===== config.mk =====
export PLATFORM = sky130hd
export DESIGN_NAME = hci_uart_device_flat
export DESIGN_NICKNAME = d
export VERILOG_FILES = /design/src/shared/hci_uart_pkg.sv /design/src/shared/hci_link_if.sv /design/src/hw/hci_uart_device.sv /design/src/flat_wrapper.sv
export SDC_FILE = /design/constraint.sdc
export NUM_CORES = 1
export LEC_CHECK = 0
export BUFFER_PORTS_ARGS = -buffer_cell sky130_fd_sc_hd__buf_2
export CORE_UTILIZATION = 40
export CTS_BUF_LIST = sky130_fd_sc_hd__clkbuf_4
export CTS_CLUSTER_DIAMETER = 50
export CTS_CLUSTER_SIZE = 40
export DETAILED_ROUTE_END_ITERATION = 6
export GPL_TIMING_DRIVEN = 0
export SLEW_MARGIN = 20
export SYNTH_ARGS = -nofsm -noshare
export SYNTH_HDL_FRONTEND = slang
export SYNTH_SLANG_ARGS = --single-unit

===== constraint.sdc =====
create_clock -name I_MCLK -period 3 [get_ports I_MCLK]
set_input_delay 0.3 -clock I_MCLK [delete_from_list [all_inputs] [get_ports I_MCLK]]
set_output_delay 0.3 -clock I_MCLK [all_outputs]
set_load 0.01 [all_outputs]

===== src/shared/hci_uart_pkg.sv =====
// Shared constants, register map and state types of the host serial transport.
package hci_uart_pkg;
	// System clock rate and line rates.
	localparam int CLK_HZ = 50000000;
	localparam int BAUD_DEFAULT = 115200;
	localparam int BAUD_MAX = 4000000;
	// Cycles per bit at the power-up rate, rounded to the nearest cycle.
	localparam logic [15:0] DIV_DEFAULT = 16'((CLK_HZ + BAUD_DEFAULT / 2) / BAUD_DEFAULT);
	// Fewest cycles per bit, rounded up so the rate never passes the maximum.
	localparam logic [15:0] DIV_MIN = 16'((CLK_HZ + BAUD_MAX - 1) / BAUD_MAX);
	// Bit times of quiet line that count as an idle line.
	localparam int IDLE_BITS = 10;
	// Special characters.
	localparam logic [7:0] CHAR_XON = 8'h11;
	localparam logic [7:0] CHAR_XOFF = 8'h13;
	localparam logic [7:0] CHAR_H5_DELIM = 8'hc0;
	// Register byte offsets.
	localparam logic [4:0] REG_CTRL = 5'h00;
	localparam logic [4:0] REG_DIV = 5'h04;
	localparam logic [4:0] REG_STATUS = 5'h08;
	localparam logic [4:0] REG_MASK = 5'h0c;
	localparam logic [4:0] REG_TXDATA = 5'h10;
	localparam logic [4:0] REG_RXDATA = 5'h14;
	localparam logic [4:0] REG_INFO = 5'h18;
	// Control field positions.
	localparam int CTRL_PAR_EN = 0;
	localparam int CTRL_PAR_ODD = 1;
	localparam int CTRL_SLEEP = 2;
	localparam int CTRL_BURST = 3;
	localparam logic [3:0] CTRL_RESET = 4'h0;
	// Status and mask field positions.
	localparam int ST_BREAK = 0;
	localparam int ST_IDLE = 1;
	localparam int ST_FRAME = 2;
	localparam int ST_OVERFLOW = 3;
	localparam int ST_PARITY = 4;
	localparam int ST_UNDERFLOW = 5;
	localparam int ST_DETECTED = 6;
	localparam int ST_RATE = 7;
	localparam int ST_W = 8;
	// Info and receive data field positions.
	localparam int INFO_DETECTED = 0;
	localparam int INFO_H5 = 1;
	localparam int INFO_RTS = 2;
	localparam int INFO_CTS = 3;
	localparam int INFO_PAUSED = 4;
	localparam int INFO_FILL = 8;
	localparam int RXD_VALID = 8;
	// Receiver and transmitter states.
	typedef enum logic [4:0] {
		RX_IDLE = 5'b00001,
		RX_START = 5'b00010,
		RX_DATA = 5'b00100,
		RX_PAR = 5'b01000,
		RX_STOP = 5'b10000
	} rx_state_t;
	typedef enum logic [1:0] {
		TX_IDLE = 2'b01,
		TX_SEND = 2'b10
	} tx_state_t;
endpackage : hci_uart_pkg

===== src/shared/hci_link_if.sv =====
// Serial link between the controller end and the host end.
`timescale 1ns/1ps
interface hci_link_if;
	logic dev_txd; // Controller to host data line.
	logic host_txd; // Host to controller data line.
	logic dev_rts; // Controller request-to-send, high asks the host to stop.
	logic host_rts; // Host request-to-send, seen by the controller as clear-to-send.
	modport device (output dev_txd, output dev_rts, input host_txd, input host_rts);
	modport host (input dev_txd, input dev_rts, output host_txd, output host_rts);
endinterface : hci_link_if


===== src/hw/hci_uart_device.sv =====
// Controller end of the host serial transport with an Avalon-MM register slave.
//
// Chosen here: register access over Avalon-MM and the register addresses.
`timescale 1ns/1ps
// Functional notes
// - One serial port carries commands, events, data.
// - Four-wire mode: flow lines checked every byte.
// - Three-wire mode uses XON/XOFF in-band characters.
// - Protocol chosen from first received byte.
// - Starts at 115.2 kbps, up to 4 Mbps.
// - New rate applies after pending event drains.
// - Flags break, idle, framing, overflow, parity, underflow.
// - Default eight data bits, one stop, no parity.
// - Request-to-send high when receive buffer passes threshold.
// - No new byte starts while clear-to-send high.
// - Byte in flight completes before stopping.
// - Sleep handshake carried on flow-control lines.
// - Three-wire mode pauses peer with XOFF, resumes XON.
// - Slow clock stable 64 cycles after release; this design has no slow clock input.
module hci_uart_device #(
	parameter int DEPTH = 16,
	parameter int THRESH = 12
) (
	// Clock and reset.
	input wire logic I_MCLK,
	input wire logic I_RESET_N,
	// Avalon-MM slave.
	input wire logic [4:0] I_AVS_ADDRESS,
	input wire logic I_AVS_READ,
	input wire logic I_AVS_WRITE,
	input wire logic [31:0] I_AVS_WRITEDATA,
	output logic [31:0] O_AVS_READDATA,
	output logic O_AVS_WAITREQUEST,
	// Interrupt.
	output logic O_IRQ,
	// Serial link.
	hci_link_if.device link
);
	localparam int AW = $clog2(DEPTH);

	// Registers written by software.
	logic [3:0] ctrl_q;
	logic [15:0] div_q, div_pend_q;
	logic sw_pend_q;
	logic [hci_uart_pkg::ST_W-1:0] stat_q, mask_q, ev;
	// Protocol state.
	logic detected_q, h5_q, paused_q;
	// Synchronisers for the incoming lines.
	logic rx_s1_q, rx_s2_q, cts_s1_q, cts_s2_q;
	// Receiver.
	hci_uart_pkg::rx_state_t rx_st_q;
	logic [15:0] rx_cnt_q;
	logic [2:0] rx_bit_q;
	logic [7:0] rx_sh_q;
	logic rx_par_bad_q;
	logic [19:0] idle_cnt_q;
	logic idle_arm_q;
	// Receive buffer.
	logic [7:0] mem [DEPTH];
	logic [AW-1:0] wp_q, rp_q;
	logic [AW:0] fill_q;
	// Transmitter.
	hci_uart_pkg::tx_state_t tx_st_q;
	logic [10:0] tx_sh_q;
	logic [3:0] tx_left_q;
	logic [15:0] tx_cnt_q;
	logic txd_q, txh_v_q;
	logic [7:0] txh_q;
	// Flow-control character waiting to go out in three-wire mode.
	logic fc_v_q, fc_char_off_q, above_q;
	// Bus side.
	logic rack_q;
	logic [31:0] rdata_q;

	////////////////////////////////////////////////////////////////////////
	// Decode.

	wire rx_line = rx_s2_q;
	wire cts_line = cts_s2_q;
	wire rx_tick = (rx_cnt_q == 16'h0000);
	wire [7:0] rx_byte = rx_sh_q;
	wire byte_done = (rx_st_q == hci_uart_pkg::RX_STOP) && rx_tick && rx_line;
	wire is_fc = h5_q && detected_q &&
		(rx_byte == hci_uart_pkg::CHAR_XON || rx_byte == hci_uart_pkg::CHAR_XOFF);
	wire full = (fill_q == (AW+1)'(DEPTH));
	// The first byte is kept too: it opens the command that chose the protocol.
	wire push = byte_done && !is_fc && !full;
	wire first = byte_done && !detected_q;
	wire wr_ok = I_AVS_WRITE && !O_AVS_WAITREQUEST;
	wire pop = I_AVS_READ && rack_q && (I_AVS_ADDRESS == hci_uart_pkg::REG_RXDATA) &&
		(fill_q != '0);
	wire above = (fill_q >= (AW+1)'(THRESH));
	// Four-wire mode, and the undecided start, obey clear-to-send; three-wire obeys XOFF.
	wire blocked = (detected_q && h5_q) ? paused_q : cts_line;
	wire tx_idle = (tx_st_q == hci_uart_pkg::TX_IDLE);
	wire start_fc = tx_idle && fc_v_q;
	wire start_usr = tx_idle && !fc_v_q && txh_v_q && !blocked;
	wire tx_tick = (tx_cnt_q == 16'h0000);
	wire tx_last = (tx_st_q == hci_uart_pkg::TX_SEND) && tx_tick && (tx_left_q == 4'h1);
	// Byte carried by the next frame; a pending flow character goes ahead of user data.
	wire [7:0] tx_char = start_fc ?
		(fc_char_off_q ? hci_uart_pkg::CHAR_XOFF : hci_uart_pkg::CHAR_XON) : txh_q;
	// Four-wire request-to-send also held high while software asks for sleep.
	assign link.dev_rts = !(detected_q && h5_q) &&
		(above || ctrl_q[hci_uart_pkg::CTRL_SLEEP]);
	assign link.dev_txd = txd_q;
	assign O_IRQ = |(stat_q & mask_q);
	assign O_AVS_READDATA = rdata_q;
	// Reads take one wait cycle; a transmit write waits while the holding byte is full.
	assign O_AVS_WAITREQUEST = (I_AVS_READ && !rack_q) ||
		(I_AVS_WRITE && I_AVS_ADDRESS == hci_uart_pkg::REG_TXDATA && txh_v_q);

	// Events that set sticky status bits.
	always_comb begin
		ev = '0;
		ev[hci_uart_pkg::ST_BREAK] = (rx_st_q == hci_uart_pkg::RX_STOP) && rx_tick &&
			!rx_line && (rx_byte == 8'h00);
		ev[hci_uart_pkg::ST_FRAME] = (rx_st_q == hci_uart_pkg::RX_STOP) && rx_tick &&
			!rx_line && (rx_byte != 8'h00);
		ev[hci_uart_pkg::ST_PARITY] = byte_done && rx_par_bad_q;
		ev[hci_uart_pkg::ST_OVERFLOW] = byte_done && !is_fc && full;
		ev[hci_uart_pkg::ST_IDLE] = idle_arm_q &&
			(idle_cnt_q == 20'(div_q) * 20'(hci_uart_pkg::IDLE_BITS));
		ev[hci_uart_pkg::ST_UNDERFLOW] = tx_last && !txh_v_q && ctrl_q[hci_uart_pkg::CTRL_BURST];
		ev[hci_uart_pkg::ST_DETECTED] = first;
		ev[hci_uart_pkg::ST_RATE] = sw_pend_q && tx_idle && !txh_v_q && !fc_v_q;
	end

	////////////////////////////////////////////////////////////////////////
	// Software registers, rate switch and interrupt status.

	// A new divisor only waits; it takes over once the transmitter has drained.
	always_ff @(posedge I_MCLK or negedge I_RESET_N) begin
		if (!I_RESET_N) begin
			ctrl_q <= hci_uart_pkg::CTRL_RESET;
			div_q <= hci_uart_pkg::DIV_DEFAULT;
			div_pend_q <= hci_uart_pkg::DIV_DEFAULT;
			sw_pend_q <= 1'b0;
			mask_q <= '0;
			stat_q <= '0;
		end else begin
			if (wr_ok && I_AVS_ADDRESS == hci_uart_pkg::REG_CTRL) ctrl_q <= I_AVS_WRITEDATA[3:0];
			if (wr_ok && I_AVS_ADDRESS == hci_uart_pkg::REG_MASK) mask_q <= I_AVS_WRITEDATA[7:0];
			if (wr_ok && I_AVS_ADDRESS == hci_uart_pkg::REG_DIV) begin
				// Divisors below the fastest legal rate are raised to it.
				div_pend_q <= (I_AVS_WRITEDATA[15:0] < hci_uart_pkg::DIV_MIN) ?
					hci_uart_pkg::DIV_MIN : I_AVS_WRITEDATA[15:0];
				sw_pend_q <= 1'b1;
			end else if (ev[hci_uart_pkg::ST_RATE]) begin
				div_q <= div_pend_q;
				sw_pend_q <= 1'b0;
			end
			// Set wins over a same-cycle clear.
			stat_q <= (stat_q & ~((wr_ok && I_AVS_ADDRESS == hci_uart_pkg::REG_STATUS) ?
				I_AVS_WRITEDATA[7:0] : 8'h00)) | ev;
		end
	end

	// Read data is captured during the wait cycle.
	always_ff @(posedge I_MCLK or negedge I_RESET_N) begin
		if (!I_RESET_N) begin
			rack_q <= 1'b0;
			rdata_q <= 32'h0000_0000;
		end else begin
			rack_q <= I_AVS_READ && !rack_q;
			if (I_AVS_READ && !rack_q) begin
				case (I_AVS_ADDRESS)
					hci_uart_pkg::REG_CTRL: rdata_q <= {28'h0, ctrl_q};
					hci_uart_pkg::REG_DIV: rdata_q <= {16'h0, div_q};
					hci_uart_pkg::REG_STATUS: rdata_q <= {24'h0, stat_q};
					hci_uart_pkg::REG_MASK: rdata_q <= {24'h0, mask_q};
					hci_uart_pkg::REG_RXDATA: rdata_q <= {23'h0, fill_q != '0, mem[rp_q]};
					hci_uart_pkg::REG_INFO: rdata_q <= 32'({fill_q, 3'b000, paused_q, cts_line,
						link.dev_rts, h5_q, detected_q});
					default: rdata_q <= 32'h0000_0000;
				endcase
			end
		end
	end

	////////////////////////////////////////////////////////////////////////
	// Line synchronisers and protocol detection.

	always_ff @(posedge I_MCLK or negedge I_RESET_N) begin
		if (!I_RESET_N) begin
			{rx_s1_q, rx_s2_q, cts_s1_q, cts_s2_q} <= 4'hf;
			detected_q <= 1'b0;
			h5_q <= 1'b0;
			paused_q <= 1'b0;
		end else begin
			rx_s1_q <= link.host_txd;
			rx_s2_q <= rx_s1_q;
			cts_s1_q <= link.host_rts;
			cts_s2_q <= cts_s1_q;
			// A leading slip delimiter marks three-wire; anything else is four-wire.
			if (first) begin
				detected_q <= 1'b1;
				h5_q <= (rx_byte == hci_uart_pkg::CHAR_H5_DELIM);
			end
			if (byte_done && is_fc) paused_q <= (rx_byte == hci_uart_pkg::CHAR_XOFF);
		end
	end

	////////////////////////////////////////////////////////////////////////
	// Receiver: samples mid-bit, LSB first, optional parity.

	always_ff @(posedge I_MCLK or negedge I_RESET_N) begin
		if (!I_RESET_N) begin
			rx_st_q <= hci_uart_pkg::RX_IDLE;
			rx_cnt_q <= 16'h0000;
			rx_bit_q <= 3'h0;
			rx_sh_q <= 8'h00;
			rx_par_bad_q <= 1'b0;
		end else begin
			rx_cnt_q <= rx_tick ? (div_q - 16'h0001) : (rx_cnt_q - 16'h0001);
			case (rx_st_q)
				hci_uart_pkg::RX_IDLE: begin
					rx_par_bad_q <= 1'b0;
					if (!rx_line) begin
						rx_cnt_q <= {1'b0, div_q[15:1]};
						rx_st_q <= hci_uart_pkg::RX_START;
					end
				end
				hci_uart_pkg::RX_START: begin
					// A glitch shorter than half a bit is dropped.
					if (rx_tick) rx_st_q <= rx_line ? hci_uart_pkg::RX_IDLE : hci_uart_pkg::RX_DATA;
					rx_bit_q <= 3'h0;
				end
				hci_uart_pkg::RX_DATA: begin
					if (rx_tick) begin
						rx_sh_q <= {rx_line, rx_sh_q[7:1]};
						rx_bit_q <= rx_bit_q + 3'h1;
						if (rx_bit_q == 3'h7) rx_st_q <= ctrl_q[hci_uart_pkg::CTRL_PAR_EN] ?
							hci_uart_pkg::RX_PAR : hci_uart_pkg::RX_STOP;
					end
				end
				hci_uart_pkg::RX_PAR: begin
					if (rx_tick) begin
						rx_par_bad_q <= (^rx_sh_q ^ ctrl_q[hci_uart_pkg::CTRL_PAR_ODD]) != rx_line;
						rx_st_q <= hci_uart_pkg::RX_STOP;
					end
				end
				hci_uart_pkg::RX_STOP: begin
					if (rx_tick) rx_st_q <= hci_uart_pkg::RX_IDLE;
				end
				default: rx_st_q <= hci_uart_pkg::RX_IDLE;
			endcase
		end
	end

	// Idle is reported once per quiet spell after some traffic.
	always_ff @(posedge I_MCLK or negedge I_RESET_N) begin
		if (!I_RESET_N) begin
			idle_cnt_q <= 20'h00000;
			idle_arm_q <= 1'b0;
		end else if (rx_st_q != hci_uart_pkg::RX_IDLE || !rx_line) begin
			idle_cnt_q <= 20'h00000;
			idle_arm_q <= 1'b1;
		end else begin
			idle_cnt_q <= idle_cnt_q + 20'h00001;
			if (ev[hci_uart_pkg::ST_IDLE]) idle_arm_q <= 1'b0;
		end
	end

	////////////////////////////////////////////////////////////////////////
	// Receive buffer and three-wire flow characters.

	always_ff @(posedge I_MCLK) begin
		if (push) mem[wp_q] <= rx_byte;
	end

	always_ff @(posedge I_MCLK or negedge I_RESET_N) begin
		if (!I_RESET_N) begin
			wp_q <= '0;
			rp_q <= '0;
			fill_q <= '0;
			above_q <= 1'b0;
			fc_v_q <= 1'b0;
			fc_char_off_q <= 1'b0;
		end else begin
			if (push) wp_q <= (wp_q == AW'(DEPTH-1)) ? '0 : wp_q + 1'b1;
			if (pop) rp_q <= (rp_q == AW'(DEPTH-1)) ? '0 : rp_q + 1'b1;
			fill_q <= fill_q + (AW+1)'(push) - (AW+1)'(pop);
			above_q <= above;
			// Crossing the threshold queues XOFF, dropping back queues XON.
			if (detected_q && h5_q && above != above_q) begin
				fc_v_q <= 1'b1;
				fc_char_off_q <= above;
			end else if (start_fc) fc_v_q <= 1'b0;
		end
	end

	////////////////////////////////////////////////////////////////////////
	// Transmitter: a byte once started always runs to its stop bit.

	always_ff @(posedge I_MCLK or negedge I_RESET_N) begin
		if (!I_RESET_N) begin
			tx_st_q <= hci_uart_pkg::TX_IDLE;
			tx_sh_q <= 11'h7ff;
			tx_left_q <= 4'h0;
			tx_cnt_q <= 16'h0000;
			txd_q <= 1'b1;
			txh_v_q <= 1'b0;
			txh_q <= 8'h00;
		end else begin
			if (wr_ok && I_AVS_ADDRESS == hci_uart_pkg::REG_TXDATA) begin
				txh_q <= I_AVS_WRITEDATA[7:0];
				txh_v_q <= 1'b1;
			end else if (start_usr) txh_v_q <= 1'b0;
			if (start_fc || start_usr) begin
				// Frame is start, eight data LSB first, optional parity, stop.
				// Parity covers the byte actually sent, flow characters included.
				tx_sh_q <= ctrl_q[hci_uart_pkg::CTRL_PAR_EN] ?
					{1'b1, ^tx_char ^ ctrl_q[hci_uart_pkg::CTRL_PAR_ODD], tx_char, 1'b0} :
					{2'b11, tx_char, 1'b0};
				tx_left_q <= ctrl_q[hci_uart_pkg::CTRL_PAR_EN] ? 4'hb : 4'ha;
				tx_cnt_q <= 16'h0000;
				tx_st_q <= hci_uart_pkg::TX_SEND;
			end else if (tx_st_q == hci_uart_pkg::TX_SEND) begin
				// Clear-to-send is not looked at here, so a byte is never cut short.
				tx_cnt_q <= tx_tick ? (div_q - 16'h0001) : (tx_cnt_q - 16'h0001);
				if (tx_tick) begin
					txd_q <= tx_sh_q[0];
					tx_sh_q <= {1'b1, tx_sh_q[10:1]};
					tx_left_q <= tx_left_q - 4'h1;
				end
				if (tx_tick && tx_left_q == 4'h0) tx_st_q <= hci_uart_pkg::TX_IDLE;
			end else begin
				txd_q <= 1'b1;
			end
		end
	end
endmodule : hci_uart_device


===== src/flat_wrapper.sv =====
// flat-port wrapper written by rule: the top's interface ports become plain ports
module hci_uart_device_flat 
#(
	parameter int DEPTH = 16,
	parameter int THRESH = 12
)
  (I_MCLK, I_RESET_N, I_AVS_ADDRESS, I_AVS_READ, I_AVS_WRITE, I_AVS_WRITEDATA, O_AVS_READDATA, O_AVS_WAITREQUEST, O_IRQ, link_dev_txd, link_dev_rts, link_host_txd, link_host_rts);
  hci_link_if link_i ();
  input wire logic I_MCLK;
  input wire logic I_RESET_N;
  input wire logic [4:0] I_AVS_ADDRESS;
  input wire logic I_AVS_READ;
  input wire logic I_AVS_WRITE;
  input wire logic [31:0] I_AVS_WRITEDATA;
  output logic [31:0] O_AVS_READDATA;
  output logic O_AVS_WAITREQUEST;
  output logic O_IRQ;
  output wire logic [$bits(link_i.dev_txd)-1:0] link_dev_txd;
  output wire logic [$bits(link_i.dev_rts)-1:0] link_dev_rts;
  input wire logic [$bits(link_i.host_txd)-1:0] link_host_txd;
  input wire logic [$bits(link_i.host_rts)-1:0] link_host_rts;
  assign link_dev_txd = link_i.dev_txd;
  assign link_dev_rts = link_i.dev_rts;
  assign link_i.host_txd = link_host_txd;
  assign link_i.host_rts = link_host_rts;
  hci_uart_device #(.DEPTH(DEPTH), .THRESH(THRESH)) u_core (.I_MCLK(I_MCLK), .I_RESET_N(I_RESET_N), .I_AVS_ADDRESS(I_AVS_ADDRESS), .I_AVS_READ(I_AVS_READ), .I_AVS_WRITE(I_AVS_WRITE), .I_AVS_WRITEDATA(I_AVS_WRITEDATA), .O_AVS_READDATA(O_AVS_READDATA), .O_AVS_WAITREQUEST(O_AVS_WAITREQUEST), .O_IRQ(O_IRQ), .link(link_i));
endmodule

======== After elaboration in Yosys (flattened, before gate mapping) ========
Memory sizes are Yosys's and may differ from the RTL's.
Index checks and enable logic that the tools add are counted.
storage, ports and cells
  input port bits ......................... 43
  word-level logic and storage cells ...... 222
  memory bits (writable) .................. 128
  latch bits .............................. 0
  bits in registers ....................... 206
  bits in read-only memories .............. 0
  memories kept ........................... 1
  output and inout bits ................... 36
memory list
  memory      words  bits a word  rd ports  clocked after Yosys merged registers in  write ports  RTL line               text
  u_core.mem  16     8            1         0                                        1            hci_uart_device.sv:59  logic [7:0] mem [DEPTH];
cells by class
  add/sub/neg operators ................... 10
  bitwise operators ....................... 8
  order comparisons ....................... 2
  equality and inequality tests ........... 32
  reductions and logical operators ........ 82
  multiply operators ...................... 1
  div/mod/pow operators ................... 0
  shift-type cells ........................ 0
  multiplexer cells ....................... 51
operators by type and width
  kind                   count
  $mux 16                7
  $pmux 16 s6            1
  $sub 16x1->16 const B  3
  $logic_and 1x1->1      40
  $mux 5                 7
  $mux 11                3
  $logic_not 16->1       2
  $eq 5x5->1 const B     5
  $pmux 5 s5             1
  $add 20x1->20 const B  1
  $eq 20x20->1           1
  $mux 20                1
  $mux 4                 5
  $mul 16x3->19 const B  1
  $reduce_bool 2->1      9
  $and 8x8->8            2
  $eq 8x5->1 const B     2
  $lt 16x4->1 const B    1
  $mux 8                 2
  $reduce_xor 8->1       2
  $eq 5x4->1 const B     3
  $mux 1                 15
  $reduce_and 2->1       7
  $ne 2x1->1 const B     6
  36 further kinds       59

======== Depth between registers and ports, before layout ========
Gate-level depths: netlist (run 1).
  depth after elaboration ................. 11
  mapped depth ............................ 16
  depth with buffers taken out ............ 15

======== Worst setup path after synthesis (run 1) ========
OpenSTA, ideal clock, no wires.
  path type ............................... register to register
  from .................................... register u_core.div_q[3]
  to ...................................... register u_core.stat_q[1] (netlist bit)
  path slack .............................. -0.193 ns
  period minus slack after synthesis ...... 3.193 ns
  library setup time ...................... 0.066 ns
  stages on the path, launching flop included .. 13
  required time ........................... 2.934 ns
  arrival ................................. 3.127 ns
  path buffers ............................ 0
  path through ............................ dfrtp_1 ha_1 ha_1 inv_1 fa_1 nor2b_1 o211ai_1 a2111oi_1 nor3_1 a2111oi_2 nand4_1 nor4_2 a22o_1
between the ends
  word-level cells in the longest chain between the ends .. 4
RTL lines
  element                 RTL line                text
  from (decl)             hci_uart_device.sv:43   logic [15:0] div_q, div_pend_q;
  from (signal assigned)  hci_uart_device.sv:136  div_q <= hci_uart_pkg::DIV_DEFAULT;
  from (signal assigned)  hci_uart_device.sv:150  div_q <= div_pend_q;
  $mul 16x3->19           hci_uart_device.sv:123  (idle_cnt_q == 20'(div_q) * 20'(hci_uart_pkg::IDLE_BITS));
  $eq 20x20->1            hci_uart_device.sv:123
  $logic_and 1x1->1       hci_uart_device.sv:122  ev[hci_uart_pkg::ST_IDLE] = idle_arm_q &&
  $or 8x8->8              hci_uart_device.sv:155  I_AVS_WRITEDATA[7:0] : 8'h00)) | ev;
  to (signal assigned)    hci_uart_device.sv:154  stat_q <= (stat_q & ~((wr_ok && I_AVS_ADDRESS == hci_uart_pkg::REG_STATUS) ?
  to (decl)               hci_uart_device.sv:45   logic [hci_uart_pkg::ST_W-1:0] stat_q, mask_q, ev;
Every way passes these cells.
A chain may end at the register's enable or synchronous reset.

======== Final worst setup path (run 1) ========
  from .................................... register u_core.div_q[1]
  to ...................................... register u_core.stat_q[1] (netlist bit)
The elaborated chain is that of the path after synthesis.

==> key figures, run 1 <==
Run status
  • Status: finished with violations
  • Violated checks: setup timing

Logic synthesis
  • Synth Area in XOR/XNOR: 4.635%
  • Post-synthesis sequential area ratio: between 50% and 60%
  • Synth cell count leaders: 162 x dfrtp_1, 151 x nand2_1, 128 x edfxtp_1
  • Post-synthesis adder-cell area fraction: slightly below 5%
  • Compound-cell area share of the yosys netlist: just over 10%
  • Largest family of logic cells by synthesized area: simple AND/OR/NAND/NOR gates
  • Yosys cell types: 76
  • Top FF cell, synth: dfrtp_1
  • Most frequent cell after synthesis: dfrtp_1
  • Top cells by area, synth: dfrtp_1 26%, edfxtp_1 24%, mux4_2 5.8%
  • Multiplexer share of the synthesized area: about a tenth
  • Simple logic cell fraction of the synthesized area: 12.68%
  • Area leader, netlist: dfrtp_1
  • Top-area cell type share of the netlist area: between 20% and 30%
  • FFs w/ async S/R, synth: between 50% and 60%
  • YS warnings: 0
  • Yosys reg bits: 317
  • Synthesized area: 15870 µm²
  • Gate Count Post-Synth: 1366
  • Avg Inst Size Synth: around 12 µm²
  • Number of synthesized flops with an enable pin: about 130

Critical path
  • Worst R2R Setup Slack: -410 ps
  • Startpoint types: flip-flop
  • Data required, critical path: approximately 3600 ps
  • Arr. time, crit path: around 4000 ps
  • CP endpoint kind: flip-flop
  • FF-to-FF Start: u_core.div_q[1]
  • FF-to-FF path depth: 12
  • Setup CP Type: flip-flop to flip-flop
  • CP Max Fanout: 2
  • Reg-to-reg endpoint: u_core.stat_q[1]

Pwr
  • Pwr Total: between 0.009 and 0.01 W
  • Leak Pwr: 7.401 nW
  • Maximum vdd drop: 0.0003071 V
  • Pwr dens: about 500 nW/µm²

Timing
  • Setup ws final: -415.0 ps
  • Worst slew margin relative to its limit: a little under half
  • RSZ-0062 raised after global routing: yes
  • Minimum clock period: approximately 3400 ps
  • Worst Skew: 119.8 ps
  • Total negative slack: -7863 ps
  • Fin. max-slew vios: 0
  • Hold Fails Final Rpt: 0
  • Final setup viols: 99
  • Fin crit share: 113.8%
  • Fmax: a little under 300 MHz
  • Slew at the pin with the worst max-slew slack: slightly above 800 ps

Layout
  • Area growth syn-to-layout: 16.08%
  • Layout Utilization: between 40% and 50%
  • Ratio of cells with drive above 1 in the final layout: 23.96%
  • Fillers: 3544
  • Final cell count without fillers: 2076
  • Layout Nets: roughly 1600

Placed design
  • Post-DP HPWL: between 20000 and 30000 µm
  • Port Buffers: 46
  • DP Worst Slack: -622.9 ps
  • Cell count after placement: just under 2000
  • Final weighted congestion in routability-driven placement: 0.8850

Job
  • MaxCap Viol Count: 0

Global routing
  • Global Route met2 Usage: between 30 and 40%
  • Grt peak-use layer: met2
  • Initial antenna violation count: 2
  • Total grt overflow: 0
  • Met3 GRT Util: 3.450%
  • GRT Util Overall: between 15 and 20%
  • Largest net degree at the start of global routing: 90
  • First-pass GRT wire length: 63180 µm
  • Met1 Use GR: between 20% and 30%
  • Vias in the first global route: roughly 11000

Floorplan
  • Die extent in x: 201.2 µm
  • Initial Util: 40.79%
  • Row count: a little over 70
  • Die height: 201.2 µm
  • Core footprint: just under 40000 µm²
  • Die area: 40480 µm²
  • Num ports: between 70 and 80

Clocking
  • H-tree depth: 2
  • CTS Sinks: 317
  • CTS tree: done
  • Root Driver: clkbuf_4
  • Clock buffer count from CTS: 37
  • Clk_lat worst skew: between 700 and 800 ps
  • CTS max path bufs: 3
  • Clk pin slew, worst setup/hold paths: ~140 ps

Detailed routing
  • Via count: ~11000
  • First-pass iteration count of the detailed router: 7
  • DRC: 0
  • WL/cell: 19.16 µm
  • Via density: ~5.4
  • DRT Wirelength: between 30000 and 40000 µm
  • Routed Antenna Nets: 0
  • Initial DRC count: 943

Hold path
  • HP Class: primary input to async pin
## flip-flops by register name (all words and copies together) (netlist names), 2 cells and up
signal / count
u_core.tx_sh_q: 10
u_core.rp_q: 4
u_core.fill_q: 5
u_core.ctrl_q: 4
u_core.mem: 128
u_core.O_AVS_READDATA: 16
u_core.rx_bit_q: 3
u_core.tx_left_q: 4
u_core.div_q: 16
u_core.stat_q: 8
u_core.idle_cnt_q: 20
u_core.tx_cnt_q: 16
u_core.rx_byte: 8
u_core.rx_cnt_q: 16
u_core.wp_q: 4
u_core.div_pend_q: 16
u_core.rx_st_q: 5
u_core.tx_st_q: 2
u_core.mask_q: 8
u_core.txh_q: 8
## per-stage QoR
step	instance area, µm²	hold WS [ps]
after detailed placement	16920	219.5
after global placement	16840	349.3
after CTS	18120	10.49
after global routing	18430	32.04
after floorplan	15960	4.409
final	18430	49.30
## cell type report
class	instances	area [µm²]	share of cell area, %
Buffer	71	365.4	1.983
Inverter	62	232.7	1.263
Antenna cell	1	2.502	0.01358
Multi-Input combinational cell	930	7107	38.57
Sequential cell	317	8617	46.77
Tap cell	518	648.1	3.518
Timing Repair Buffer	109	925.9	5.025
Clock buffer	43	322.8	1.752
Clock inverter	25	203.9	1.107
## critical path, stage by stage (launching register included)
cell and delay, ps:
dfstp_2 620, ha_4 220, ha_4 150, inv_2 50, fa_2 430, xnor2_1 150
nor4_2 200, nand4_1 110, or4_1 480, nor4_1 190, nand4_1 190, nor4_4 340
a22o_1 170
## repair_timing
action,4_1_cts,5_1_grt
buffers inserted,20,23
hold buffers,20,0
resized for setup,71,28
endpoints found under the hold margin,208,0
endpoints found under the setup margin,154,180
pin swaps,17,26
cloned,0,0
## kinds of logic (layout without fill, tap and decap cells)
kind of cell    after synthesis  after routing
simple gates                419            419
other cells                   1             17
compound gates              252            252
fa+ha+maj                    60             60
flops                       317            317
xor+xnor                     84             84
mux                          99             99
buf+inv                     134            310
## power by group
part           leakage (nW)  internal [W]  switching, W
Clock                 0.300      0.000864       0.00167
Sequential             3.50       0.00476      0.000245
Combinational          3.60      0.000691      0.000911
## cells in the final DEF, fill, tap and decap left out, types with 34 or more instances in the layout
cell | Yosys | layout
mux2_2 | 48 | 47
dfrtp_1 | 162 | 154
mux4_2 | 41 | 41
o21ai_0 | 99 | 99
clkbuf_1 | 39 | 34
clkbuf_4 | 0 | 44
buf_2 | 10 | 54
a21oi_1 | 50 | 46
inv_1 | 61 | 59
ha_1 | 58 | 52
nand2_1 | 151 | 150
nor2_1 | 91 | 86
xnor2_1 | 55 | 54
buf_4 | 19 | 46
edfxtp_1 | 128 | 128
## worst max path at each step
stage | cells after the start | to | from | slack, ps
after floorplan | 12 | u_core.idle_arm_q | u_core.div_q[1] | -40
after global placement | 1 | u_core.idle_cnt_q[5] | I_RESET_N | -1580
after detailed placement | 8 | u_core.mem[5][2] | u_core.rx_cnt_q[10] | -620
after CTS | 12 | u_core.stat_q[1] | u_core.div_q[1] | -440
after global routing | 14 | u_core.stat_q[1] | u_core.div_q[1] | -510
final | 12 | u_core.stat_q[1] | u_core.div_q[1] | -410
## layer usage
layer	part of all wire (%)	wire (µm)
met2	48	18960
met1	45	17880
met4	2.5	991
met5	0	0
met3	4.9	1946
No activity file was read; power rests on OpenSTA's default activity.
==> run 2, diff against run 1 <==
--- a/config.mk
+++ b/config.mk
@@ -7,7 +7,7 @@
 export LEC_CHECK = 0
 export BUFFER_PORTS_ARGS = -buffer_cell sky130_fd_sc_hd__buf_2
 export CORE_UTILIZATION = 40
-export CTS_BUF_LIST = sky130_fd_sc_hd__clkbuf_4
+export CTS_BUF_LIST = sky130_fd_sc_hd__clkbuf_8
 export CTS_CLUSTER_DIAMETER = 50
 export CTS_CLUSTER_SIZE = 40
 export DETAILED_ROUTE_END_ITERATION = 6
==> key figures, run 2 (synthesized netlist as in run 1, its figures left out) <==
Critical path
  • Worst R2R Setup Slack: -350 ps (was -410 ps)
  • FF-to-FF path depth: 12 (unchanged)
  • FF-to-FF Start: u_core.div_q[1] (unchanged)
  • Arr. time, crit path: 3860 ps (was 4040 ps)
  • Data required, critical path: 3510 ps (was 3630 ps)
  • Largest stage delay on the critical path: 590 ps (was 620 ps)
  • Startpoint types: flip-flop (unchanged)
  • Reg-to-reg endpoint: u_core.stat_q[1] (unchanged)
  • Setup CP Type: flip-flop to flip-flop (unchanged)
  • CP Max Fanout: 2 (unchanged)
  • CP max stage cell: dfstp_2 (unchanged)
  • Crit-path cells: ha_4 > ha_4 > inv_2 > fa_2 > xnor2_1 > nor4_2 > nand4_1 > or4_1 > nor4_1 > nand4_1 > nor4_4 > a22o_1 (unchanged)
  • CP endpoint kind: flip-flop (unchanged)

Detailed routing
  • Routed Antenna Nets: 0 (unchanged)
  • First-pass iteration count of the detailed router: 5 (was 7)
  • DRC: 0 (unchanged)
  • WL/cell: 19.24 µm (was 19.16 µm)
  • Via density: 5.390 (was 5.377)
  • Initial DRC count: 835 (was 943)
  • DRT Wirelength: 39850 µm (was 39770 µm)
  • Via count: 11162 (was 11163)

Global routing
  • Largest net degree at the start of global routing: 90 (unchanged)
  • Vias in the first global route: 10952 (was 10975)
  • GRT Util Overall: 20.01% (was 19.95%)
  • Total grt overflow: 0 (unchanged)
  • First-pass GRT wire length: 63340 µm (was 63180 µm)
  • Initial antenna violation count: 1 (was 2)

Layout
  • Final cell count without fillers: 2071 (was 2076)
  • ANT cells: 0 (was 1)
  • Area growth syn-to-layout: 17.00% (was 16.08%)
  • Ratio of cells with drive above 1 in the final layout: 23.76% (was 23.96%)
  • Layout Utilization: 47.72% (was 47.34%)
  • Layout Cell Area excl Fill: 18570 µm² (was 18430 µm²)
  • Max FFs per register: 128 (unchanged)
  • Biggest regs: u_core.mem (128), u_core.idle_cnt_q (20) (unchanged)
  • Fillers: 3529 (was 3544)
  • Commonest non-fill, non-tap cells in the layout: 154 x dfrtp_1, 150 x nand2_1, 128 x edfxtp_1 (unchanged)
  • Biggest register: u_core.mem (unchanged)
  • Layout Nets: 1627 (was 1631)
  • Commonest non-fill, non-tap cell in the layout: dfrtp_1 (unchanged)

Job
  • MaxCap Viol Count: 0 (unchanged)

Hold path
  • Worst Hold Path EP: u_core.stat_q[5]
  • WHS Path Cells: 4
  • HP Class: primary input to flip-flop (was primary input to async pin)
  • Min-delay src: I_AVS_WRITEDATA[5]

Pwr
  • Combinational fraction of design power: 16.4% (was 17.5%)
  • Maximum vdd drop: 0.0003463 V (was 0.0003071 V)
  • Leak Pwr: 7.466 nW (was 7.401 nW)
  • Net Sw Frac: 30.09% (was 30.89%)
  • Pwr dens: 524.3 nW/µm² (was 495.9 nW/µm²)
  • Pwr Total: 0.009737 W (was 0.009138 W)
  • P_int: 0.006807 W (was 0.006315 W)
  • Clock power share: 32.2% (was 27.7%)
  • Seq pwr share: 51.4% (was 54.8%)
  • Psw: 0.002930 W (was 0.002823 W)

Clocking
  • Clk pin slew, worst setup/hold paths: 90 ps (was 140 ps)
  • H-tree depth: 2 (unchanged)
  • Root Driver: clkbuf_8 (was clkbuf_4)
  • Clk_lat worst skew: 610 ps (was 760 ps)
  • CTS tree: done (unchanged)
  • CTS Sinks: 317 (unchanged)
  • Clock buffer count from CTS: 37 (unchanged)
  • CTS max path bufs: 3 (unchanged)

Timing
  • Minimum clock period: 3351 ps (was 3415 ps)
  • Setup ws final: -350.7 ps (was -415.0 ps)
  • Fmax: 298.4 MHz (was 292.8 MHz)
  • Final setup viols: 93 (was 99)
  • Fin. max-slew vios: 0 (unchanged)
  • Fin crit share: 111.7% (was 113.8%)
  • Hold Fails Final Rpt: 0 (unchanged)
  • Worst Skew: 60.80 ps (was 119.8 ps)
  • Slew at the pin with the worst max-slew slack: 804.0 ps (was 813.2 ps)
  • RSZ-0062 raised after global routing: yes (unchanged)
  • Worst slew margin relative to its limit: 45.91% (was 45.29%)

Floorplan
  • Die area: 40480 µm² (unchanged)
  • Die extent in x: 201.2 µm (unchanged)
  • Row count: 72 (unchanged)
  • Core footprint: 38920 µm² (unchanged)
  • Die height: 201.2 µm (unchanged)
  • Initial Util: 40.79% (unchanged)
  • Num ports: 79 (unchanged)

Placed design
  • Post-DP HPWL: 28160 µm (unchanged)
  • Cell count after placement: 1947 (unchanged)
  • Final weighted congestion in routability-driven placement: 0.8850 (unchanged)
  • Port Buffers: 46 (unchanged)
  • Post-DP Area: 16920 µm² (unchanged)

Run status
  • Status: finished with violations (unchanged)
  • Violated checks: setup timing (unchanged)
==> run 2: cell types whose count changed in the layout (fill, tap and decap cells not counted), sizes merged, moves of 3 or more <==
cell	change
clkbuf	-6
buf	+3
dlygate4sd3	-6
inv	+5
==> run 2: worst max-delay path by stage <==
stage                         from                   end  slack [ps]  cells after the start
3_3_place_gp             I_RESET_N  u_core.idle_cnt_q[5]       -1580                      1
2_1_floorplan      u_core.div_q[1]     u_core.idle_arm_q         -40                     12
4_1_cts            u_core.div_q[1]      u_core.stat_q[1]        -400                     12
5_1_grt            u_core.div_q[1]      u_core.stat_q[1]        -460                     12
3_5_place_dp   u_core.rx_cnt_q[10]      u_core.mem[5][2]        -620                      8
6_report           u_core.div_q[1]      u_core.stat_q[1]        -350                     12
==> run 2: power by group through the flow <==
| stage | logic, W | registers [W] | clock network, W |
|---|---|---|---|
| after global placement | 0.00147 | 0.00507 | 0 |
| after detailed placement | 0.00152 | 0.00508 | 0 |
| after floorplan | 0.00108 | 0.00501 | 0 |
| after CTS | 0.00159 | 0.00500 | 0.00322 |
| final | 0.00160 | 0.00501 | 0.00313 |
| after global routing | 0.00179 | 0.00504 | 0.00338 |
==> run 2: area by class of cell <==
type                            count  area [µm²]  share of cell area [%]
Timing Repair Buffer              105       855.8                   4.608
Inverter                           62       232.7                   1.253
Tap cell                          518       648.1                   3.490
Multi-Input combinational cell    930        7099                   38.23
Sequential cell                   317        8617                   46.40
Clock buffer                       38       523.0                   2.816
Buffer                             71       361.6                   1.947
Clock inverter                     30       234.0                   1.260
==> run 2: what timing repair did <==
action | 4_1_cts | 5_1_grt
endpoints found under the setup margin | 154 | 174
endpoints found under the hold margin | 100 | 0
cloned | 0 | 0
resized for setup | 58 | 36
buffers inserted | 25 | 18
hold buffers | 14 | 0
pin swaps | 17 | 18
==> run 2: per-stage QoR <==
stage | hold slack [ps] | setup TNS [ps] | setup WS (ps)
finish | 46.10 | -6133 | -350.7
global route | 45.79 | -16810 | -456.8
CTS | 16.25 | -1588 | -400.5
detailed placement | 219.5 | -72070 | -622.9
global placement | 349.3 | -340320 | -1581
floorplan | 4.409 | -81.45 | -44.49
==> run 2: worst max-delay path, delay by kind of cell (launching register included) <==
kind                     cells  cell delay [ps]
AO/OA/AOI/OAI                1              170
adder cells (fa/ha/maj)      3              810
buffers and inverters        1               50
AND/OR/NAND/NOR              6             1510
flip-flops                   1              590
XOR/XNOR                     1              150
==> run 2: per-layer routing <==
layer  part of all wire, %  routed length [µm]  track usage, %  vias to the layer above
li1                      -                   -               -                     5259
met1                    45               17990           27.55                     5570
met2                    48               19170           33.07                      272
met3                   4.6                1833           2.851                       61
met4                   2.2                 857           5.465                        0
met5                     0                   0               0                        -
==> run 3, diff against run 2 <==
--- a/config.mk
+++ b/config.mk
@@ -6,12 +6,15 @@
 export NUM_CORES = 1
 export LEC_CHECK = 0
 export BUFFER_PORTS_ARGS = -buffer_cell sky130_fd_sc_hd__buf_2
-export CORE_UTILIZATION = 40
+export CORE_ASPECT_RATIO = 1.75
+export CORE_UTILIZATION = 58
 export CTS_BUF_LIST = sky130_fd_sc_hd__clkbuf_8
 export CTS_CLUSTER_DIAMETER = 50
 export CTS_CLUSTER_SIZE = 40
 export DETAILED_ROUTE_END_ITERATION = 6
 export GPL_TIMING_DRIVEN = 0
+export HOLD_SLACK_MARGIN = 0.06
+export PLACE_DENSITY = 0.79
 export SLEW_MARGIN = 20
 export SYNTH_ARGS = -nofsm -noshare
 export SYNTH_HDL_FRONTEND = slang
==> key figures, run 3 (synthesized netlist as in run 1, its figures left out) <==
Detailed routing
  • First-pass iteration count of the detailed router: 5 (unchanged)
  • Via density: 6.025 (was 5.390)
  • Routed Antenna Nets: 0 (unchanged)
  • DRT Wirelength: 41710 µm (was 39850 µm)
  • WL/cell: 22.01 µm (was 19.24 µm)
  • Via count: 11418 (was 11162)
  • DRC: 0 (unchanged)
  • Initial DRC count: 805 (was 835)

Critical path
  • Largest delay share family, worst path: compound AO/OA/AOI/OAI gates (was simple AND/OR/NAND/NOR gates)
  • FF-to-FF Start: u_core.div_q[3] (was u_core.div_q[1])
  • Arr. time, crit path: 3870 ps (was 3860 ps)
  • CP max stage cell: dfrtp_2 (was dfstp_2)
  • Crit-path cells: buf_4 > ha_4 > ha_4 > nor2b_2 > o211ai_1 > a2111oi_4 > a2111o_1 > a2111oi_4 > nand4_1 > nor4_4 > a22o_1 (was ha_4 > ha_4 > inv_2 > fa_2 > xnor2_1 > nor4_2 > nand4_1 > or4_1 > nor4_1 > nand4_1 > nor4_4 > a22o_1)
  • Reg-to-reg endpoint: u_core.stat_q[1] (unchanged)
  • WP buf/inv: 1 (unchanged)
  • Startpoint types: flip-flop (unchanged)
  • Data required, critical path: 3580 ps (was 3510 ps)
  • CP endpoint kind: flip-flop (unchanged)
  • CP startpoint: u_core.div_q[3] (was u_core.div_q[1])
  • Worst R2R Setup Slack: -300 ps (was -350 ps)
  • FF-to-FF path depth: 11 (was 12)
  • CP Max Fanout: 4 (was 2)
  • Largest stage delay on the critical path: 480 ps (was 590 ps)
  • Setup CP Type: flip-flop to flip-flop (unchanged)

Floorplan
  • Core footprint: 26790 µm² (was 38920 µm²)
  • Row count: 79 (was 72)
  • Initial Util: 59.26% (was 40.79%)
  • Die extent in x: 127.1 µm (was 201.2 µm)
  • Num ports: 79 (unchanged)
  • Die area: 28060 µm² (was 40480 µm²)
  • Die height: 220.8 µm (was 201.2 µm)

Placed design
  • Post-DP HPWL: 29780 µm (was 28160 µm)
  • Port Buffers: 46 (unchanged)
  • Final weighted congestion in routability-driven placement: 0.9528 (was 0.8850)
  • DP Worst Slack: -808.0 ps (was -622.9 ps)
  • Post-DP Area: 16730 µm² (was 16920 µm²)

Clocking
  • CTS Sinks: 317 (unchanged)
  • CTS tree: done (unchanged)
  • Clk_lat worst skew: 640 ps (was 610 ps)
  • CTS max path bufs: 3 (unchanged)
  • H-tree depth: 1 (was 2)
  • Clk pin slew, worst setup/hold paths: 160 ps (was 90 ps)
  • Clock buffer count from CTS: 23 (was 37)
  • Root Driver: clkbuf_8 (unchanged)

Timing
  • Setup ws final: -295.2 ps (was -350.7 ps)
  • Worst slew margin relative to its limit: 36.99% (was 45.91%)
  • Hold Fails Final Rpt: 0 (unchanged)
  • Worst Skew: 65.25 ps (was 60.80 ps)
  • Hold WS: 161.2 ps (was 46.10 ps)
  • Final setup viols: 35 (was 93)
  • RSZ-0062 raised after global routing: yes (unchanged)
  • Slew at the pin with the worst max-slew slack: 936.5 ps (was 804.0 ps)
  • Fmax: 303.5 MHz (was 298.4 MHz)
  • Fin crit share: 109.8% (was 111.7%)
  • Fin. max-slew vios: 0 (unchanged)
  • Minimum clock period: 3295 ps (was 3351 ps)

Layout
  • Biggest regs: u_core.mem (128), u_core.idle_cnt_q (20) (unchanged)
  • Biggest register: u_core.mem (unchanged)
  • ANT cells: 0 (unchanged)
  • Layout Cell Area excl Fill: 18310 µm² (was 18570 µm²)
  • Ratio of cells with drive above 1 in the final layout: 23.71% (was 23.76%)
  • Commonest non-fill, non-tap cell in the layout: dfrtp_1 (unchanged)
  • Commonest non-fill, non-tap cells in the layout: 152 x dfrtp_1, 148 x nand2_1, 128 x edfxtp_1 (was 154 x dfrtp_1, 150 x nand2_1, 128 x edfxtp_1)
  • Area growth syn-to-layout: 15.35% (was 17.00%)
  • Layout Nets: 1618 (was 1627)
  • Max FFs per register: 128 (unchanged)

Run status
  • Violated checks: setup timing (unchanged)
  • Status: finished with violations (unchanged)

Global routing
  • GRT Util Overall: 30.29% (was 20.01%)
  • First-pass GRT wire length: 63610 µm (was 63340 µm)
  • Vias in the first global route: 11699 (was 10952)
  • Largest net degree at the start of global routing: 90 (unchanged)
  • Initial antenna violation count: 1 (unchanged)
  • Total grt overflow: 0 (unchanged)

Hold path
  • HP Class: primary input to flip-flop (unchanged)
  • Worst Hold Path EP: u_core.txh_q[1] (was u_core.stat_q[5])
  • Min-delay src: I_AVS_WRITE (was I_AVS_WRITEDATA[5])
  • WHS Path Cells: 3 (was 4)

Pwr
  • Maximum vdd drop: 0.0005508 V (was 0.0003463 V)
  • Pwr dens: 510.9 nW/µm² (was 524.3 nW/µm²)
  • Leak Pwr: 7.400 nW (was 7.466 nW)
  • Pwr Total: 0.009354 W (was 0.009737 W)

Job
  • MaxCap Viol Count: 0 (unchanged)
[run 3: cell types whose count changed in the layout (fill, tap and decap cells not counted), sizes merged]
cell         previous run  this run
clkinvlp                4         0
clkinv                 11         5
dlygate4sd3            14        20
clkbuf                 76        63
bufinv                  1         0
buf                   124       121
inv                    76        75
[run 3: worst max-delay path by stage]
| stage | cells after the start | end | slack (ps) |
|---|---|---|---|
| after detailed placement | 8 | u_core.mem[8][4] | -810 |
| after CTS | 13 | u_core.stat_q[1] | -370 |
| final | 11 | u_core.stat_q[1] | -300 |
| after global placement | 1 | u_core.O_AVS_READDATA[6] | -1400 |
| after global routing | 12 | u_core.stat_q[1] | -420 |
| after floorplan | 12 | u_core.idle_arm_q | -40 |
[run 3: routing by layer]
| layer | track usage [%] | up-vias | wire (µm) |
|---|---|---|---|
| li1 | - | 5223 | - |
| met1 | 30.61 | 5629 | 13630 |
| met2 | 56.74 | 424 | 22850 |
| met3 | 3.578 | 140 | 2107 |
| met4 | 21.20 | 2 | 3113 |
| met5 | 0 | - | 11 |
[run 3: timing repair]
item,4_1_cts,5_1_grt
gates resized for setup,61,49
hold endpoints to repair,124,0
buffers inserted,33,10
pin swaps,21,16
hold buffers,20,0
setup endpoints to repair,174,176
[run 3: power by group]
group	internal, W	switching [W]	total [W]	leakage [nW]
logic	0.000695	0.000917	0.00161	3.61
clock network	0.000939	0.00179	0.00273	0.298
registers	0.00476	0.000249	0.00501	3.49
[run 3: final cells by class]
type / count / area (µm²)
Tap cell: 364 / 455.4
Clock buffer: 23 / 316.6
Sequential cell: 317 / 8620
Clock inverter: 18 / 289.0
Fill cell: 1891 / 8478
Inverter: 62 / 232.7
Multi-Input combinational cell: 930 / 7126
Buffer: 70 / 370.4
Timing Repair Buffer: 111 / 899.6
[run 3: per-stage QoR]
step                      utilization [%]  setup TNS (ps)  cells
final                               68.35           -3223   1895
after global routing                68.35           -5549   1895
after CTS                           67.48           -2004   1887
after detailed placement            62.46          -87420   1793
after global placement              62.14         -322860   1791
after floorplan                         -          -81.45   1381
[run 3: worst min-delay path: cells and delay by family]
kind	cells	cell delay, ps
buffers and inverters	1	130
muxes	1	180
and+or+nand+nor	1	160
